**src/logic/mdim_pkg.sv**
```systemverilog
// constants for the mode dependent interrupt masking block
// assumes a big-endian storage port with byte lanes, lane 3 = lowest byte address
package mdim_pkg;
    // ==========================================
    // processor figures
    localparam int CYCLE_NS = 115;
    localparam int DATA_W = 32;
    // ==========================================
    // register offsets
    localparam logic [7:0] REG_PSW_HI = 8'h00;
    localparam logic [7:0] REG_PSW_LO = 8'h04;
    localparam logic [7:0] REG_CR2 = 8'h08;
    localparam logic [7:0] REG_STS = 8'h0C;
    localparam logic [7:0] REG_MSK = 8'h10;
    localparam logic [7:0] REG_STATE = 8'h14;
    localparam logic [7:0] REG_CAW = 8'h18;
    // ==========================================
    // reset values
    localparam logic [31:0] PSW_HI_RST = 32'h0000_0000;
    localparam logic [31:0] PSW_LO_RST = 32'h0000_0000;
    localparam logic [31:0] CR2_RST = 32'hFFFF_FFFF;
    // ==========================================
    // field positions (status word bit n sits at index 31-n)
    localparam int PSW_CHM_HI = 31;
    localparam int PSW_SUM_IO = 25;
    localparam int PSW_EXT = 24;
    localparam int PSW_MODE = 19;
    localparam int CR2_CHM_HI = 31;
    localparam int STS_IO = 0;
    localparam int STS_IPL = 1;
    localparam int STS_INT = 2;
    localparam int STS_CAW = 3;
    localparam int STS_W = 4;
    // ==========================================
    // fixed low storage locations
    localparam logic [11:0] LOC_EXT_OLD = 12'h018;
    localparam logic [11:0] LOC_SVC_OLD = 12'h020;
    localparam logic [11:0] LOC_PGM_OLD = 12'h028;
    localparam logic [11:0] LOC_IO_OLD = 12'h038;
    localparam logic [11:0] LOC_CSW = 12'h040;
    localparam logic [11:0] LOC_CAW = 12'h048;
    localparam logic [11:0] LOC_EXT_CODE = 12'h084;
    localparam logic [11:0] LOC_SVC_CODE = 12'h088;
    localparam logic [11:0] LOC_PGM_CODE = 12'h08C;
    localparam logic [11:0] LOC_XLATE = 12'h090;
    localparam logic [11:0] LOC_PER = 12'h094;
    localparam logic [11:0] LOC_DEV = 12'h0B8;
    localparam logic [3:0] BE_WORD = 4'hF;
    localparam logic [3:0] BE_DEV = 4'h7;
    // ==========================================
    // kinds of interruption and states
    typedef enum logic [2:0] {K_IO, K_IPL, K_EXT, K_SVC, K_PGM} mdim_kind_e;
    typedef enum logic [1:0] {S_IDLE, S_STORE, S_FETCH} mdim_state_e;
endpackage

```
**src/logic/mdim_chan_gate.sv**
```systemverilog
// gate for one channel's interruption request
// assumes mode and mask bits already taken from the current status word and control register 2
`timescale 1ns/100ps
`default_nettype none
module mdim_chan_gate (
    // request
    input wire logic req,
    // mode and masks
    input wire logic ext_mode,
    input wire logic sum_io,
    input wire logic psw_mask,
    input wire logic cr_mask,
    // result
    output logic allow
);
    // ==========================================
    // masking
    always_comb begin
        if (ext_mode) begin
            allow = req & sum_io & cr_mask;
        end else begin
            allow = req & psw_mask;
        end
    end
endmodule
`default_nettype wire

```
**src/logic/mdim_top.sv**
```systemverilog
// mode dependent interrupt masking and low storage allocation
// assumes one clock, synchronous inputs, and a storage port that never stalls
// Behaviour
// - extended mode: channel allowed only with summary I/O bit 6 and its own bit
// - extended mode channel bits come from control register 2 bits 0 to 5
// - legacy mode: channels 0 to 5 gated only by status word bits 0 to 5
// - extended mode: channel masks, length and codes moved out above address 127
// - device address stored at 185 to 187 only in extended mode
// - extended mode stores length, codes, event data, device and translation address
// - channel status word stored at 64, channel address word fetched from 72
// - every command accepted in both modes, mode changes only interpretation
// - extended mode: one summary bit enables a whole interruption class
// - processor cycle 115 ns with a four byte data path
// - status word bit 12 one selects extended mode, zero legacy mode
// - initial program reset enters legacy mode
//
// Strobed register access and the address map were left to the implementer.
`timescale 1ns/100ps
`default_nettype none
module mdim_top import mdim_pkg::*; #(
    parameter int CHANNELS = 6
) (
    // clock and reset
    input wire logic clock,
    input wire logic rst,
    // register port
    input wire logic [7:0] reg_addr,
    input wire logic [31:0] reg_wdata,
    input wire logic reg_wr,
    input wire logic reg_rd,
    output logic [31:0] reg_rdata,
    // channel requests
    input wire logic [CHANNELS-1:0] io_req,
    input wire logic [15:0] io_dev_addr,
    input wire logic [63:0] csw_in,
    output logic io_ack,
    output logic [2:0] io_ack_chan,
    // other interruptions
    input wire logic int_req,
    input wire logic [1:0] int_kind,
    input wire logic [15:0] int_code,
    input wire logic [1:0] int_ilc,
    input wire logic [31:0] xlate_addr,
    input wire logic [7:0] per_code,
    // load and start
    input wire logic ipl_req,
    input wire logic [15:0] ipl_dev,
    input wire logic caw_req,
    // storage port
    output logic mem_we,
    output logic mem_re,
    output logic [11:0] mem_addr,
    output logic [31:0] mem_wdata,
    output logic [3:0] mem_be,
    input wire logic [31:0] mem_rdata,
    // status
    output logic busy,
    output logic irq
);
    // ==========================================
    // state
    typedef struct packed {
        logic [31:0] psw_hi;
        logic [31:0] psw_lo;
        logic [31:0] cr2;
        logic [STS_W-1:0] sts;
        logic [STS_W-1:0] msk;
        mdim_state_e st;
        mdim_kind_e kind;
        logic [2:0] step;
        logic ec;
        logic [2:0] chan;
        logic [15:0] dev;
        logic [15:0] code;
        logic [1:0] ilc;
        logic [63:0] channel_status_word;
        logic [31:0] xaddr;
        logic [7:0] per;
        logic [31:0] channel_address_word;
        logic mem_we;
        logic mem_re;
        logic [11:0] mem_addr;
        logic [31:0] mem_wdata;
        logic [3:0] mem_be;
        logic io_ack;
        logic [2:0] io_ack_chan;
        logic [31:0] rdata;
        logic irq;
        logic busy;
    } mdim_s;

    mdim_s r;
    mdim_s next_r;

    // ==========================================
    // channel gating
    logic ec_mode;
    logic [CHANNELS-1:0] allow;
    logic any_io;
    logic [2:0] pick;

    assign ec_mode = r.psw_hi[PSW_MODE];

    genvar gi;
    generate
        for (gi = 0; gi < CHANNELS; gi++) begin : g_chan
            mdim_chan_gate u_gate (
                .req(io_req[gi]),
                .ext_mode(ec_mode),
                .sum_io(r.psw_hi[PSW_SUM_IO]),
                .psw_mask(r.psw_hi[PSW_CHM_HI-gi]),
                .cr_mask(r.cr2[CR2_CHM_HI-gi]),
                .allow(allow[gi])
            );
        end
    endgenerate

    always_comb begin
        any_io = 1'b0;
        pick = 3'h0;
        for (int i = CHANNELS - 1; i >= 0; i--) begin
            if (allow[i]) begin
                any_io = 1'b1;
                pick = 3'(i);
            end
        end
    end

    // ==========================================
    // storage step table
    logic [11:0] s_addr;
    logic [31:0] s_data;
    logic [3:0] s_be;
    logic s_last;
    logic [31:0] old_hi;
    logic [31:0] old_lo;
    logic [31:0] code_word;
    logic [11:0] old_loc;
    logic [11:0] code_loc;

    always_comb begin
        old_hi = r.psw_hi;
        old_lo = r.psw_lo;
        if (!r.ec) begin
            old_hi[15:0] = r.kind == K_IO ? r.dev : r.code;
            old_lo[31:30] = r.ilc;
        end
        code_word = {14'h0000, r.ilc, r.code};
        case (r.kind)
            K_EXT: begin
                old_loc = LOC_EXT_OLD;
                code_loc = LOC_EXT_CODE;
            end
            K_SVC: begin
                old_loc = LOC_SVC_OLD;
                code_loc = LOC_SVC_CODE;
            end
            K_PGM: begin
                old_loc = LOC_PGM_OLD;
                code_loc = LOC_PGM_CODE;
            end
            default: begin
                old_loc = LOC_IO_OLD;
                code_loc = LOC_DEV;
            end
        endcase
        s_addr = old_loc;
        s_data = old_hi;
        s_be = BE_WORD;
        s_last = 1'b0;
        case (r.step)
            3'h0: begin
                if (r.kind == K_IPL) begin
                    s_addr = LOC_DEV;
                    s_data = {8'h00, 5'h00, r.chan, r.dev};
                    s_be = BE_DEV;
                    s_last = 1'b1;
                end
            end
            3'h1: begin
                s_addr = old_loc + 12'h004;
                s_data = old_lo;
                s_last = !r.ec && r.kind != K_IO;
            end
            3'h2: begin
                if (r.kind == K_IO) begin
                    s_addr = LOC_CSW;
                    s_data = r.channel_status_word[63:32];
                end else begin
                    s_addr = code_loc;
                    s_data = code_word;
                    s_last = r.kind != K_PGM;
                end
            end
            3'h3: begin
                if (r.kind == K_IO) begin
                    s_addr = LOC_CSW + 12'h004;
                    s_data = r.channel_status_word[31:0];
                    s_last = !r.ec;
                end else begin
                    s_addr = LOC_XLATE;
                    s_data = r.xaddr;
                end
            end
            default: begin
                s_last = 1'b1;
                if (r.kind == K_IO) begin
                    s_addr = LOC_DEV;
                    s_data = {8'h00, 5'h00, r.chan, r.dev};
                    s_be = BE_DEV;
                end else begin
                    s_addr = LOC_PER;
                    s_data = {8'h00, r.per, 16'h0000};
                end
            end
        endcase
    end

    // ==========================================
    // next state
    logic [STS_W-1:0] ev;

    always_comb begin
        next_r = r;
        ev = '0;
        next_r.mem_we = 1'b0;
        next_r.mem_re = 1'b0;
        next_r.io_ack = 1'b0;
        next_r.rdata = 32'h0000_0000;
        // register writes, always accepted in either mode
        if (reg_wr) begin
            case (reg_addr)
                REG_PSW_HI: next_r.psw_hi = reg_wdata;
                REG_PSW_LO: next_r.psw_lo = reg_wdata;
                REG_CR2: next_r.cr2 = reg_wdata;
                REG_MSK: next_r.msk = reg_wdata[STS_W-1:0];
                default: next_r.msk = r.msk;
            endcase
        end
        // register reads
        if (reg_rd) begin
            case (reg_addr)
                REG_PSW_HI: next_r.rdata = r.psw_hi;
                REG_PSW_LO: next_r.rdata = r.psw_lo;
                REG_CR2: next_r.rdata = r.cr2;
                REG_STS: next_r.rdata = {28'h0000000, r.sts};
                REG_MSK: next_r.rdata = {28'h0000000, r.msk};
                REG_STATE: next_r.rdata = {24'h000000, r.chan, r.kind, r.ec, ec_mode};
                REG_CAW: next_r.rdata = r.channel_address_word;
                default: next_r.rdata = 32'h0000_0000;
            endcase
        end
        // sequencer
        case (r.st)
            S_IDLE: begin
                next_r.step = 3'h0;
                next_r.ec = ec_mode;
                if (ipl_req) begin
                    ev[STS_IPL] = 1'b1;
                    next_r.kind = K_IPL;
                    next_r.dev = ipl_dev;
                    next_r.chan = 3'(ipl_dev[10:8]);
                    if (ec_mode) begin
                        next_r.st = S_STORE;
                    end
                end else if (int_req && (int_kind != 2'h0 || r.psw_hi[PSW_EXT])) begin
                    next_r.kind = int_kind == 2'h0 ? K_EXT :
                        (int_kind == 2'h1 ? K_SVC : K_PGM);
                    next_r.code = int_code;
                    next_r.ilc = int_ilc;
                    next_r.xaddr = xlate_addr;
                    next_r.per = per_code;
                    next_r.st = S_STORE;
                end else if (any_io) begin
                    next_r.kind = K_IO;
                    next_r.chan = pick;
                    next_r.dev = io_dev_addr;
                    next_r.code = 16'h0000;
                    next_r.ilc = 2'h0;
                    next_r.channel_status_word = csw_in;
                    next_r.io_ack = 1'b1;
                    next_r.io_ack_chan = pick;
                    next_r.st = S_STORE;
                end else if (caw_req) begin
                    next_r.mem_re = 1'b1;
                    next_r.mem_addr = LOC_CAW;
                    next_r.mem_be = BE_WORD;
                    next_r.st = S_FETCH;
                end
            end
            S_STORE: begin
                next_r.mem_we = 1'b1;
                next_r.mem_addr = s_addr;
                next_r.mem_wdata = s_data;
                next_r.mem_be = s_be;
                next_r.step = r.step + 3'h1;
                if (s_last) begin
                    next_r.st = S_IDLE;
                    ev[STS_IO] = r.kind == K_IO;
                    ev[STS_INT] = r.kind != K_IO && r.kind != K_IPL;
                end
            end
            S_FETCH: begin
                if (!r.mem_re) begin
                    next_r.channel_address_word = mem_rdata;
                    ev[STS_CAW] = 1'b1;
                    next_r.st = S_IDLE;
                end
            end
            default: next_r.st = S_IDLE;
        endcase
        // sticky status, a new event wins over the clear
        if (reg_wr && reg_addr == REG_STS) begin
            next_r.sts = r.sts & ~reg_wdata[STS_W-1:0];
        end
        next_r.sts = next_r.sts | ev;
        next_r.irq = |(next_r.sts & next_r.msk);
        next_r.busy = next_r.st != S_IDLE;
    end

    // ==========================================
    // registers
    always_ff @(posedge clock) begin
        if (rst) begin
            r <= '0;
            r.psw_hi <= PSW_HI_RST;
            r.psw_lo <= PSW_LO_RST;
            r.cr2 <= CR2_RST;
            r.st <= S_IDLE;
            r.kind <= K_IO;
        end else begin
            r <= next_r;
        end
    end

    // ==========================================
    // outputs
    assign reg_rdata = r.rdata;
    assign io_ack = r.io_ack;
    assign io_ack_chan = r.io_ack_chan;
    assign mem_we = r.mem_we;
    assign mem_re = r.mem_re;
    assign mem_addr = r.mem_addr;
    assign mem_wdata = r.mem_wdata;
    assign mem_be = r.mem_be;
    assign irq = r.irq;
    assign busy = r.busy;
endmodule
`default_nettype wire

```
**config.mk**
```make
export PLATFORM = sky130hd
export DESIGN_NAME = mdim_top
export DESIGN_NICKNAME = d
export VERILOG_FILES = /design/src/logic/mdim_pkg.sv /design/src/logic/mdim_chan_gate.sv /design/src/logic/mdim_top.sv
export SDC_FILE = /design/constraint.sdc
export NUM_CORES = 1
export LEC_CHECK = 0
export ABC_AREA = 1
export BUFFER_PORTS_ARGS = -buffer_cell sky130_fd_sc_hd__buf_2
export CORE_UTILIZATION = 45
export CTS_BUF_LIST = sky130_fd_sc_hd__clkbuf_2
export CTS_CLUSTER_DIAMETER = 40
export DETAILED_ROUTE_END_ITERATION = 16
export GPL_TIMING_DRIVEN = 0
export PLACE_DENSITY_LB_ADDON = 0.15
export SETUP_SLACK_MARGIN = 0.15
export SLEW_MARGIN = 20
export SYNTH_ARGS = -nofsm -noshare
export SYNTH_HDL_FRONTEND = slang
export SYNTH_HIERARCHICAL = 1
export SYNTH_SLANG_ARGS = --single-unit
```
**constraint.sdc**
```tcl
create_clock -name clock -period 2.5 [get_ports clock]
set_input_delay 0.125 -clock clock [delete_from_list [all_inputs] [get_ports clock]]
set_output_delay 0.125 -clock clock [all_outputs]
set_load 0.02 [all_outputs]
```
==> summary.txt <==
Die
  • Die X: ~190 um
  • Initial core utilization: 45.7%
  • Row cnt: 70
  • Die Area: between 30000 and 40000 um^2
  • Num ports: 329
  • Die Ht: 195 um
  • CORE AREA: 36600 um^2

Critical path
  • CP required: about 3.4 ns
  • CP arrival: about 3.2 ns
  • CP endpoint kind: flip-flop
  • Setup crit start kind: input port
  • Type of the worst setup path: input port to flip-flop
  • Max FO, Critical Path: 9

Place
  • Global placer's final weighted congestion: about 0.95
  • Final HPWL DP: roughly 53000 um
  • Port bufs: roughly 320
  • Inst Count DP: about 3100

Timing
  • Final hold violations: 0
  • Pins over their slew limit: 0
  • RSZ-0062 raised after global routing: yes
  • Final Critical Period: roughly 2.3 ns
  • Final Cycle Share: 92.4%
  • Measured slew at the worst slew-check pin: 0.968 ns
  • Slew HR: between 30% and 40%
  • Final setup TNS: 0 ns
  • Final setup fails: 0
  • Fmax: about 430 MHz
  • Worst Skew: 0.0973 ns

Hold path
  • Worst Hold Class: input port to flip-flop

Logic synthesis
  • Synth Instances: about 2400
  • Synth top area share: a little over two fifths
  • Yosys warnings: 6
  • Main synth FF type: dfxtp_1
  • Ranking of synthesized cells by area: dfxtp_1, nand2_1, o21ai_0, a21oi_1, nor2_1
  • Distinct cell type count of the synthesized netlist: between 40 and 50
  • Largest area contributor in the synthesized netlist: dfxtp_1
  • Ys async rst share: 0%
  • Number of synthesized flops with an enable pin: 0
  • Syn Area/Cell: about 7.1 um^2
  • Sequential area share after synthesis: 43.8%
  • Cell Area, Synth: ~17000 um^2
  • FF+latch count, synth: about 370

Pwr
  • VDD IR-drop max: ~0.33 mV
  • Pwr dens: between 500 and 600 nW/um^2
  • Leak: ~11 nW

Global route
  • GRT busiest layer: met2
  • Global-route wire length before repair: 117000 um
  • Number of global-route vias before repair: roughly 20000
  • Antenna violations before repair: 3
  • GRT overflow: 0
  • Largest net degree at the start of global routing: 16
  • Grt met3 use: roughly 8.3%
  • Tot GR Track Use: 40.7%
  • GR Util met1: approximately 50%
  • GR Layer Usage met2: 67.0%

Drt
  • DRT antenna net count: 0
  • Pre-Repair DR Iteration Count: 7
  • Post-DR wirelength/cell: a little over 20 um
  • Drc violations: 0
  • Post-Route WL: a little under 80000 um
  • DR iter-0 viols: about 2100
  • Via count: between 20000 and 25000
  • Vias per cell: between 5 and 6

Layout
  • FF/Latch Area: between 7000 and 8000 um^2
  • Fin cells: between 3000 and 4000
  • Footprint of the multi-input gates: ~7400 um^2
  • Fillers: between 3000 and 4000
  • Layout cells sized above 1: between 20% and 30%
  • Area delta synth->final: 48.4%
  • Nets@finish: ~3500

CTS
  • Clk buf depth: 3
  • Clock sink count: between 300 and 400
  • Clk slew on worst S/H paths: about 0.11 ns
  • CTS Root Cell: clkbuf_2
  • H-tree depth: 3
  • TritonCTS clock tree: done
  • Clock Latency Late Sink: approximately 1.1 ns
  • Total CTS buffers: between 90 and 100

Flow run
  • Max Cap Viol: 0

Run status
  • Status: finished clean
## cell usage in the layout, fill, tap and decap left out, drive strengths merged
cell | Yosys | final
nand2 | 497 | 497
dlygate4sd3 | 0 | 486
buf | 152 | 476
dfxtp | 366 | 366
o21ai | 300 | 300
a21oi | 279 | 279
nor2 | 263 | 263
clkbuf | 73 | 219
inv | 204 | 205
nand3 | 94 | 94
nand3b | 22 | 22
o22ai | 21 | 21
clkinv | 2 | 20
a211oi | 16 | 16
a41oi | 14 | 14
o211ai | 13 | 13
nand4 | 10 | 10
conb | 1 | 6
nor3 | 6 | 6
ha | 5 | 5
diode | 0 | 4
a22oi | 3 | 3
o221ai | 2 | 2
bufinv | 0 | 2
a31oi | 1 | 1
a221oi | 1 | 1
a311oi | 1 | 1
o21bai | 1 | 1
o32ai | 1 | 1
o2111ai | 1 | 1
nor4 | 1 | 1
o31ai | 1 | 1
a32o | 1 | 1
dlymetal6s4s | 0 | 1
## registers in the layout, indices dropped and copies added (netlist names)
signal and count:
irq 1, io_ack_chan 3, mem_wdata 32, r 222
busy 1, mem_addr 6, ec_mode 1, reg_rdata 32
old_hi 15, mem_re 1, mem_we 1, old_lo 30
mem_be 2, io_ack 1, code_word 18
## Yosys cell counts, types with 6 or more instances
master    instances
nand2_2           7
nor2_1          246
nand3_1          91
nand3b_1         22
buf_4            98
a41oi_1          14
o211ai_1         13
o21ai_1          14
nand4_1          10
inv_1           179
buf_2            43
o22ai_1          21
o21ai_0         286
buf_1             6
a21oi_1         278
dfxtp_1         366
nand2_1         486
a211oi_1         16
nor2_4            7
nor2_2            7
clkbuf_1         73
inv_2            25
## stage by stage
stage | util, % | total power, mW | instance area, um^2 | worst slack (ns) | hold WS [ns]
after floorplan | - | 6.95 | 16800 | 0.669 | 0.251
after global placement | 51.8 | 7.60 | 19000 | -0.423 | 0.349
after detailed placement | 51.8 | 7.61 | 19000 | -0.449 | 0.355
after CTS | 67.5 | 12.4 | 24700 | 0.108 | 0.00970
after global routing | 67.8 | 13.0 | 24800 | 0.114 | 0.0679
final | 67.8 | 12.5 | 24800 | 0.191 | 0.0569
## logic make-up after synthesis
logic type	synth area share [%]
AOI/OAI and AO/OA	20.8
adders and majority gates	0.374
buffers and inverters	12.4
DFF	43.8
other	0.0224
and+or+nand+nor	22.6
## final timing paths
check             cells past startpoint             to       startpoint  slack [ns]
hold reg to reg                       2         r[119]           r[119]        0.45
setup reg to reg                      9  mem_wdata[22]           r[264]        0.20
setup / recovery                     13         r[343]      reg_addr[6]        0.19
hold / removal                        6         r[255]  io_dev_addr[13]        0.06
## cell type report
cell class              instances  share of cell area, %
inverters                     206                   3.11
flip-flops and latches        366                   29.5
diodes                          4                 0.0403
multi-input cells            1560                   29.9
repair buffers                811                   26.2
clock buffers                 147                   2.96
plain buffers                 224                   5.35
well taps                     468                   2.36
clock inverters                21                  0.554
## critical path, stage by stage
cell and delay, ns:
dlygate4sd3_1 0.53, buf_2 0.14, inv_2 0.06, nand2_4 0.04, dlygate4sd3_1 0.64, nor2_8 0.23, inv_2 0.09, nor2_8 0.12
inv_2 0.08, nor2_8 0.16, buf_2 0.26, dlygate4sd3_1 0.65, a21oi_1 0.08
## power breakdown
group,internal [mW],total [mW],switching [mW]
clock,1.75,4.36,2.61
sequential,5.98,6.09,0.108
combinational,0.950,2.08,1.13
## layer usage
metal	wire length, um	vias to the layer above	share of wire, %
li1	-	9507	-
met1	30800	9509	39
met2	36300	1319	46
met3	7350	301	9.3
met4	4230	0	5.4
met5	0	-	0
## repair_timing
action	CTS	global route
hold endpoints to repair	331	1
hold buffers	485	2
gates resized for setup	17	36
pin swaps	0	2
setup endpoints to repair	146	138
setup buffers	0	3
Note: power is estimated with default switching activity, not from simulation.
